<file path="src/include/dcep_pkg.sv">
// package: register layout, field positions and reset values for device control export
package dcep_pkg;

    // register indices on the plain software port (word addresses)
    localparam logic [3:0] DCEP_ADDR_DEVCTL    = 4'h0;
    localparam logic [3:0] DCEP_ADDR_DEVCTL2   = 4'h1;
    localparam logic [3:0] DCEP_ADDR_STATUS    = 4'h2;
    localparam logic [3:0] DCEP_ADDR_REQCHK    = 4'h3;
    localparam int         DCEP_ADDR_W         = 4;
    localparam int         DCEP_DATA_W         = 16;

    // device control field positions
    localparam int DCEP_DC_CORR_BIT   = 0;
    localparam int DCEP_DC_NONFATAL   = 1;
    localparam int DCEP_DC_FATAL_BIT  = 2;
    localparam int DCEP_DC_RO_BIT     = 4;
    localparam int DCEP_DC_EXTTAG_BIT = 8;
    localparam int DCEP_DC_AUXPWR_BIT = 10;

    // device control 2 field positions
    localparam int DCEP_DC2_CTO_LSB   = 0;
    localparam int DCEP_DC2_CTO_W     = 4;
    localparam int DCEP_DC2_CTODIS    = 4;
    localparam int DCEP_DC2_ATOMREQ   = 6;
    localparam int DCEP_DC2_ATOMBLK   = 7;
    localparam int DCEP_DC2_IDOREQ    = 8;
    localparam int DCEP_DC2_IDOCPL    = 9;
    localparam int DCEP_DC2_LTR       = 10;
    localparam int DCEP_DC2_PFXBLK    = 15;

    // reset values: every enable clear, timeout range 0000b
    localparam logic [15:0] DCEP_DEVCTL_RST   = 16'h0000;
    localparam logic [15:0] DCEP_DEVCTL2_RST  = 16'h0000;
    localparam logic [3:0]  DCEP_CTO_DEFAULT  = 4'h0;

    // request check register bits (software presents an outgoing request)
    localparam int DCEP_RC_ATOMIC  = 0;
    localparam int DCEP_RC_PREFIX  = 1;

    // status register bits
    localparam int DCEP_ST_ATOMBLK = 0;
    localparam int DCEP_ST_PFXBLK  = 1;
    localparam int DCEP_ST_ERRCOR  = 2;
    localparam int DCEP_ST_ERRFAT  = 3;

    typedef enum logic {DCEP_ENDPOINT, DCEP_ROOT_PORT} dcep_role_t;

endpackage

</file>
<file path="src/include/dcep_reg_if.sv">
// interface: shared control fields between the bank and the export stage
`timescale 1ns/100ps
`default_nettype none
interface dcep_reg_if;
    import dcep_pkg::*;
    logic [DCEP_DATA_W-1:0] devctl;
    logic [DCEP_DATA_W-1:0] devctl2;

    modport bank (output devctl, output devctl2);
    modport sink (input devctl, input devctl2);
endinterface
`default_nettype wire

</file>
<file path="src/dcep_export.sv">
// export stage: registers each control field except non-fatal enable and aux power onto its user-side output
`timescale 1ns/100ps
`default_nettype none
module dcep_export
    import dcep_pkg::*;
(
    input  wire logic        core_clk_in,
    input  wire logic        rst_in,
    dcep_reg_if.sink         regs,
    output logic             atomic_egress_block_out,
    output logic             atomic_requester_en_out,
    output logic             completion_timeout_disable_out,
    output logic [3:0]       completion_timeout_range_out,
    output logic             id_order_completion_en_out,
    output logic             id_order_request_en_out,
    output logic             latency_tolerance_report_en_out,
    output logic             e2e_prefix_block_out,
    output logic             correctable_report_en_out,
    output logic             relaxed_ordering_en_out,
    output logic             extended_tag_en_out,
    output logic             fatal_report_en_out
);
    // one flop stage per field so every output is straight from a flip-flop
    logic [15:0] dc_ff;
    logic [15:0] dc2_ff;
    logic [15:0] nxt_dc;
    logic [15:0] nxt_dc2;

    always_comb
    begin
        nxt_dc  = regs.devctl;
        nxt_dc2 = regs.devctl2;
        if (rst_in)
        begin
            nxt_dc  = DCEP_DEVCTL_RST;
            nxt_dc2 = DCEP_DEVCTL2_RST;
        end
    end

    always_ff @(posedge core_clk_in)
    begin
        dc_ff  <= nxt_dc;
        dc2_ff <= nxt_dc2;
    end

    // field taps, one cycle behind the bank [RULE16]
    assign atomic_egress_block_out         = dc2_ff[DCEP_DC2_ATOMBLK];   // [RULE1]
    assign atomic_requester_en_out         = dc2_ff[DCEP_DC2_ATOMREQ];   // [RULE2]
    assign completion_timeout_disable_out  = dc2_ff[DCEP_DC2_CTODIS];    // [RULE3]
    assign completion_timeout_range_out    = dc2_ff[DCEP_DC2_CTO_LSB +: DCEP_DC2_CTO_W]; // [RULE4]
    assign id_order_completion_en_out      = dc2_ff[DCEP_DC2_IDOCPL];    // [RULE6]
    assign id_order_request_en_out         = dc2_ff[DCEP_DC2_IDOREQ];    // [RULE7]
    assign latency_tolerance_report_en_out = dc2_ff[DCEP_DC2_LTR];       // [RULE8]
    assign e2e_prefix_block_out            = dc2_ff[DCEP_DC2_PFXBLK];    // [RULE9]
    assign correctable_report_en_out       = dc_ff[DCEP_DC_CORR_BIT];    // [RULE11]
    assign relaxed_ordering_en_out         = dc_ff[DCEP_DC_RO_BIT];      // [RULE13]
    assign extended_tag_en_out             = dc_ff[DCEP_DC_EXTTAG_BIT];  // [RULE14]
    assign fatal_report_en_out             = dc_ff[DCEP_DC_FATAL_BIT];   // [RULE12]
endmodule
`default_nettype wire

</file>
<file path="src/dcep_bank.sv">
// top: device control register bank with user-side exports and error gating
`timescale 1ns/100ps
`default_nettype none
// Overview of operation
// RULE1: atomic egress block set means outgoing AtomicOp requests are blocked; resets 0.
// RULE2: user may issue AtomicOps only with requester enable and bus master set.
// RULE3: timeout disable output tells user logic to stop completion timers.
// RULE4: user times out completions by the 4-bit range output encoding.
// RULE5: device never acts on the timeout range, only presents it.
// RULE6: user sets IDO in completions only while completion IDO enable set.
// RULE7: user sets IDO in requests only while request IDO enable set.
// RULE8: latency tolerance reporting enable is presented, reset value 0.
// RULE9: prefix block 0 lets prefixed TLPs go; 1 forbids them; resets 0.
// RULE10: a TLP withheld by prefix blocking raises a prefix blocked error.
// RULE11: correctable reporting enable gates correctable messages; root port sends none.
// RULE12: fatal reporting enable gates fatal messages; root port sends none.
// RULE13: relaxed ordering attribute allowed only while relaxed ordering enable set.
// RULE14: extended tag enable allows 8-bit tags, else 5-bit tags only.
// RULE15: device never checks tag width of requests or completions.
// RULE16: each output follows its register field, updated in its clock domain.
module dcep_bank
    import dcep_pkg::*;
(
    input  wire logic                           core_clk_in,
    input  wire logic                           rst_in,
    input  wire logic [dcep_pkg::DCEP_ADDR_W-1:0] addr_in,
    input  wire logic [dcep_pkg::DCEP_DATA_W-1:0] wdata_in,
    input  wire logic                           wr_in,
    input  wire logic                           rd_in,
    input  wire logic                           root_port_in,
    input  wire logic                           bus_master_en_in,
    input  wire logic                           corr_err_event_in,
    input  wire logic                           fatal_err_event_in,
    output logic [dcep_pkg::DCEP_DATA_W-1:0]    rdata_out,
    output logic                                err_cor_msg_out,
    output logic                                err_fatal_msg_out,
    output logic                                prefix_blocked_err_out,
    output logic                                atomic_egress_block_out,
    output logic                                atomic_requester_en_out,
    output logic                                completion_timeout_disable_out,
    output logic [3:0]                          completion_timeout_range_out,
    output logic                                id_order_completion_en_out,
    output logic                                id_order_request_en_out,
    output logic                                latency_tolerance_report_en_out,
    output logic                                e2e_prefix_block_out,
    output logic                                correctable_report_en_out,
    output logic                                relaxed_ordering_en_out,
    output logic                                extended_tag_en_out,
    output logic                                fatal_report_en_out
);
    import dcep_pkg::*;

    dcep_reg_if regs ();

    // control registers and sticky status
    logic [15:0] devctl_ff;
    logic [15:0] devctl2_ff;
    logic [3:0]  status_ff;
    logic [15:0] rdata_ff;
    logic        cor_ff;
    logic        fat_ff;
    logic        pfx_ff;
    logic [1:0]  root_sync_ff;
    logic [1:0]  bme_sync_ff;
    logic [1:0]  corr_sync_ff;
    logic [1:0]  fatal_sync_ff;
    logic [15:0] nxt_devctl;
    logic [15:0] nxt_devctl2;
    logic [3:0]  nxt_status;
    logic [15:0] nxt_rdata;
    logic        nxt_cor;
    logic        nxt_fat;
    logic        nxt_pfx;

    // strap and event pins come from outside: two flops before any use
    always_ff @(posedge core_clk_in)
    begin
        if (rst_in)
        begin
            root_sync_ff  <= 2'h0;
            bme_sync_ff   <= 2'h0;
            corr_sync_ff  <= 2'h0;
            fatal_sync_ff <= 2'h0;
        end
        else
        begin
            root_sync_ff  <= {root_sync_ff[0], root_port_in};
            bme_sync_ff   <= {bme_sync_ff[0], bus_master_en_in};
            corr_sync_ff  <= {corr_sync_ff[0], corr_err_event_in};
            fatal_sync_ff <= {fatal_sync_ff[0], fatal_err_event_in};
        end
    end

    function automatic logic hit(input logic [3:0] a, input logic [3:0] reg_addr);
        hit = (a == reg_addr);
    endfunction

    // register writes, request checks, message gating and read mux
    always_comb
    begin
        logic atom_blocked;
        logic pfx_blocked;
        atom_blocked = 1'b0;
        pfx_blocked  = 1'b0;
        nxt_devctl   = devctl_ff;
        nxt_devctl2  = devctl2_ff;
        nxt_status   = status_ff;
        nxt_rdata    = 16'h0000;
        if (wr_in && hit(addr_in, DCEP_ADDR_DEVCTL))
        begin
            nxt_devctl = wdata_in;
            nxt_devctl[DCEP_DC_AUXPWR_BIT] = 1'b0; // aux power unused, reads zero
        end
        if (wr_in && hit(addr_in, DCEP_ADDR_DEVCTL2))
        begin
            nxt_devctl2 = wdata_in; // range stored as written, never interpreted [RULE5]
        end
        // outgoing request presented by software; tag width never checked [RULE15]
        if (wr_in && hit(addr_in, DCEP_ADDR_REQCHK))
        begin
            atom_blocked = wdata_in[DCEP_RC_ATOMIC] & devctl2_ff[DCEP_DC2_ATOMBLK];  // [RULE1]
            pfx_blocked  = wdata_in[DCEP_RC_PREFIX] & devctl2_ff[DCEP_DC2_PFXBLK];  // [RULE9]
        end
        // status: write-one-to-clear, a same-cycle set wins
        if (wr_in && hit(addr_in, DCEP_ADDR_STATUS))
        begin
            nxt_status = status_ff & ~wdata_in[3:0];
        end
        nxt_cor = corr_sync_ff[1] & devctl_ff[DCEP_DC_CORR_BIT] & ~root_sync_ff[1];   // [RULE11]
        nxt_fat = fatal_sync_ff[1] & devctl_ff[DCEP_DC_FATAL_BIT] & ~root_sync_ff[1]; // [RULE12]
        nxt_pfx = pfx_blocked;                                                        // [RULE10]
        if (atom_blocked)
        begin
            nxt_status[DCEP_ST_ATOMBLK] = 1'b1;
        end
        if (pfx_blocked)
        begin
            nxt_status[DCEP_ST_PFXBLK] = 1'b1; // [RULE10]
        end
        if (nxt_cor)
        begin
            nxt_status[DCEP_ST_ERRCOR] = 1'b1;
        end
        if (nxt_fat)
        begin
            nxt_status[DCEP_ST_ERRFAT] = 1'b1;
        end
        if (rd_in)
        begin
            case (addr_in)
                DCEP_ADDR_DEVCTL:  nxt_rdata = devctl_ff;
                DCEP_ADDR_DEVCTL2: nxt_rdata = devctl2_ff;
                DCEP_ADDR_STATUS:  nxt_rdata = {11'h000, bme_sync_ff[1], status_ff};
                default:           nxt_rdata = 16'h0000;
            endcase
        end
        if (rst_in)
        begin
            nxt_devctl  = DCEP_DEVCTL_RST;
            nxt_devctl2 = DCEP_DEVCTL2_RST; // [RULE8]
            nxt_status  = 4'h0;
            nxt_rdata   = 16'h0000;
            nxt_cor     = 1'b0;
            nxt_fat     = 1'b0;
            nxt_pfx     = 1'b0;
        end
    end

    always_ff @(posedge core_clk_in)
    begin
        devctl_ff  <= nxt_devctl;
        devctl2_ff <= nxt_devctl2;
        status_ff  <= nxt_status;
        rdata_ff   <= nxt_rdata;
        cor_ff     <= nxt_cor;
        fat_ff     <= nxt_fat;
        pfx_ff     <= nxt_pfx;
    end

    assign regs.devctl  = devctl_ff;
    assign regs.devctl2 = devctl2_ff;

    assign rdata_out              = rdata_ff;
    assign err_cor_msg_out        = cor_ff;
    assign err_fatal_msg_out      = fat_ff;
    assign prefix_blocked_err_out = pfx_ff;

    // exports trail the bank by one cycle [RULE16]
    dcep_export u_export (
        .core_clk_in                     (core_clk_in),
        .rst_in                          (rst_in),
        .regs                            (regs.sink),
        .atomic_egress_block_out         (atomic_egress_block_out),
        .atomic_requester_en_out         (atomic_requester_en_out),
        .completion_timeout_disable_out  (completion_timeout_disable_out),
        .completion_timeout_range_out    (completion_timeout_range_out),
        .id_order_completion_en_out      (id_order_completion_en_out),
        .id_order_request_en_out         (id_order_request_en_out),
        .latency_tolerance_report_en_out (latency_tolerance_report_en_out),
        .e2e_prefix_block_out            (e2e_prefix_block_out),
        .correctable_report_en_out       (correctable_report_en_out),
        .relaxed_ordering_en_out         (relaxed_ordering_en_out),
        .extended_tag_en_out             (extended_tag_en_out),
        .fatal_report_en_out             (fatal_report_en_out)
    );
endmodule
`default_nettype wire

</file>
<file path="config.mk">
export PLATFORM = sky130hd
export DESIGN_NAME = dcep_bank
export DESIGN_NICKNAME = d
export VERILOG_FILES = /design/src/include/dcep_pkg.sv /design/src/include/dcep_reg_if.sv /design/src/dcep_export.sv /design/src/dcep_bank.sv
export SDC_FILE = /design/constraint.sdc
export NUM_CORES = 1
export LEC_CHECK = 0
export BUFFER_PORTS_ARGS = -buffer_cell sky130_fd_sc_hd__buf_2
export CAP_MARGIN = 20
export CORE_MARGIN = 10
export CORE_UTILIZATION = 45
export DETAILED_ROUTE_END_ITERATION = 12
export PLACE_DENSITY = 0.77
export SKIP_LAST_GASP = 1
export SLEW_MARGIN = 10
export SYNTH_ARGS = -nofsm -noshare
export SYNTH_HDL_FRONTEND = slang
export SYNTH_SLANG_ARGS = --single-unit
export TNS_END_PERCENT = 1
</file>
<file path="constraint.sdc">
create_clock -name core_clk_in -period 1.91 [get_ports core_clk_in]
set_clock_uncertainty 0.15 [all_clocks]
set_input_delay 0.191 -clock core_clk_in [delete_from_list [all_inputs] [get_ports core_clk_in]]
set_output_delay 0.191 -clock core_clk_in [all_outputs]
set_load 0.03 [all_outputs]
</file>
==> run summary <==
Largest net degree at the start of global routing: 25
Syn_nets: 285
Synth Area in Compound Gates: 6.15%
Most frequent cells in the layout: dfxtp_1, buf_2, nand2_1
Multi-input gate area: 986 um^2
Worst-path maximum fanout: 11
Port-buffer cells: 61
RSZ-0062 raised after global routing: false
Period minus WS final: 1.51 ns
Worst Path Class, Setup: in2reg
CP max-delay cell: dlygate4sd3_1
Area delta synth->final: 30.1%
Synth Area in Adders: 0%
Row count: 27
# fillers: 475
Share of cells above drive strength 1: 26.1%
Post-Syn Area: 0.00265 mm^2
Worst endpoint required time: 1.99 ns
Max IR drop VDD: 405 uV
Vias in the first global route: 2,039
Drt via density: 4.84
Pleak: 1.65 nW
CP Data Arrival Time: 1.60 ns
Antenna Cells: 0
Gpl congestion: 0.810
CTS tree: done
Routed WL per cell: 14.1 um
Final Max Tran Viols: 0
CTS buffer count: 9
Final instance area: 0.00344 mm^2
Initial DRC Count: 122
Clk buf depth: 2
Root Driver: clkbuf_8
Die Wd: 96.7 um
Library cells used by synthesis: 32
Main combinational cell family by area after synthesis: simple AND/OR/NAND/NOR gates
Hold Crit Class: in2reg
Crit path cell chain: dlygate4sd3_1, buf_2, buf_4, nor2_1, and3_1, a31o_2
Max_slew headroom: 61.9%
Clk slew on worst S/H paths: 0.07 ns
Die ar.: 0.00935 mm^2
Post_cts resized: 0
Power Density: 859 mW/mm^2
Mux share of post-synthesis cell area: 13.3%
Placeable core area: 0.00561 mm^2
Final Cycle Share: 79.1%
Antenna Nets Post-Route: 0
First-pass GRT wire length: 9740 um
Mean post-synth cell area: 10.3 um^2
CP max stage delay: 0.52 ns
Total global-route track usage: 12.8%
Max Cap Viol: 0
Via Count: 2,031
Nets@finish: 373
Commonest non-fill, non-tap cell in the layout: dfxtp_1
Later-pin clock latency in the skew report: 0.34 ns
Register area share after synthesis: 58.3%
FF/Latch Area: 0.00154 mm^2
Simple-gate portion of the synthesized area: 17.4%
Final setup viols: 0
Initial core utilization: 47.2%
Post-DP HPWL: 4100 um
Mapped Cells: 257
Final Hold Viols: 0
Total Wirelength: 5910 um
Die Ht: 96.7 um
DRC: 0
Yosys reg bits: 77
Io pins: 62
Global route overflow: 0
Drt first pass iters: 6
Status: finished, final reports clean
Critical path startpoint category: primary input
XOR/XNOR Fraction of Synth Area: 0%
Sum of negative setup slack: 0 ns
Max Freq: 0.662 GHz
Antenna violations before repair: 0
DP Area: 0.00306 mm^2
Worst-margin pin slew: 0.570 ns
H-tree depth: 3
Worst setup EP type: flop
YS warnings: 0
CTS Sinks: 77
==> flip-flops by register name, indices dropped and copies added, names as in the netlist <==
register and count:
bme_sync_ff 2, status_ff 4, rdata_out 16, devctl_ff 15, err_fatal_msg_out 1, err_cor_msg_out 1, fatal_sync_ff 2, u_export.dc2_ff 11
corr_sync_ff 2, prefix_blocked_err_out 1, u_export.dc_ff 4, devctl2_ff 16, root_sync_ff 2
==> path summary, 6_finish.rpt <==
path	start	to	slack (ns)	depth (start not counted)
min	wdata_in[10]	devctl2_ff[10]	0.08	3
min reg2reg	corr_sync_ff[0]	corr_sync_ff[1]	0.29	1
max	rst_in	status_ff[3]	0.40	6
max reg2reg	devctl2_ff[15]	devctl2_ff[15]	0.77	3
==> logic make-up (layout without fill, tap and decap cells) <==
family / after synthesis / in the layout
flip-flops: 77 / 77
buffers and inverters: 29 / 120
AO/OA/AOI/OAI: 21 / 21
AND/OR/NAND/NOR: 95 / 95
multiplexers: 35 / 35
==> Yosys cell counts <==
library cell / number / area share [%]
buf_2: 5 / 0.95
nor2_1: 16 / 2.3
or2_2: 1 / 0.24
mux2_2: 1 / 0.43
mux2i_1: 34 / 13
clkinv_1: 1 / 0.14
or3b_4: 1 / 0.43
a222oi_1: 1 / 0.38
nand2_1: 46 / 6.5
nor3_4: 1 / 0.61
and3_1: 3 / 0.71
nand4_1: 1 / 0.24
a21oi_1: 2 / 0.38
nand3b_1: 1 / 0.28
nor4b_1: 1 / 0.33
a22oi_1: 10 / 2.8
o21ai_0: 1 / 0.19
nor2b_1: 14 / 3.3
a2bb2oi_1: 3 / 0.99
dfxtp_1: 77 / 58
clkbuf_1: 7 / 0.99
buf_12: 1 / 0.76
a311oi_1: 1 / 0.33
inv_1: 15 / 2.1
nor4_1: 1 / 0.24
a31o_2: 2 / 0.66
nor3_1: 1 / 0.19
and2_1: 2 / 0.47
nand2b_1: 2 / 0.47
nor3b_2: 1 / 0.47
nand3_1: 3 / 0.57
a41o_1: 1 / 0.38
==> cell type report <==
type | count | share of cell area [%]
timing repair buffer | 90 | 17.0
multi-input combinational | 151 | 28.6
sequential | 77 | 44.8
tap | 72 | 2.62
inverter | 16 | 1.74
clock buffer | 12 | 4.22
clock inverter | 2 | 1.02
==> report_power, final <==
part	total, mW	internal, mW	switching, mW
Combinational	0.178	0.0868	0.0911
Clock	1.15	0.624	0.525
Sequential	1.63	1.62	0.00649
==> repair_timing <==
action                                 CTS  global route
endpoints found under the hold margin   35             0
buffers inserted                         0             0
hold buffers                            20             0
==> stage by stage <==
stage	utilization [%]	instances	hold slack (ns)	power (mW)	setup WS [ns]
2_1_floorplan	-	257	0.122	1.75	0.439
3_3_place_gp	54.6	386	0.253	1.81	0.281
3_5_place_dp	54.6	386	0.254	1.81	0.271
4_1_cts	61.4	420	0.0644	2.99	0.434
5_1_grt	61.4	420	0.0700	3.07	0.373
6_report	61.4	420	0.0818	2.96	0.399
==> metal layers <==
metal	vias to the layer above	wire (um)	global-route usage, %
met5	-	0	0
met1	953	2540	13.8
met4	0	78	6.43
met2	47	2960	21.0
met3	6	328	5.18
li1	1025	-	-
==> critical path, delay by kind of cell <==
kind / cells / cell delay, ns
simple gates: 2 / 0.27
compound gates: 1 / 0.21
buf+inv: 3 / 0.92
(Power assumes the default switching activity.)
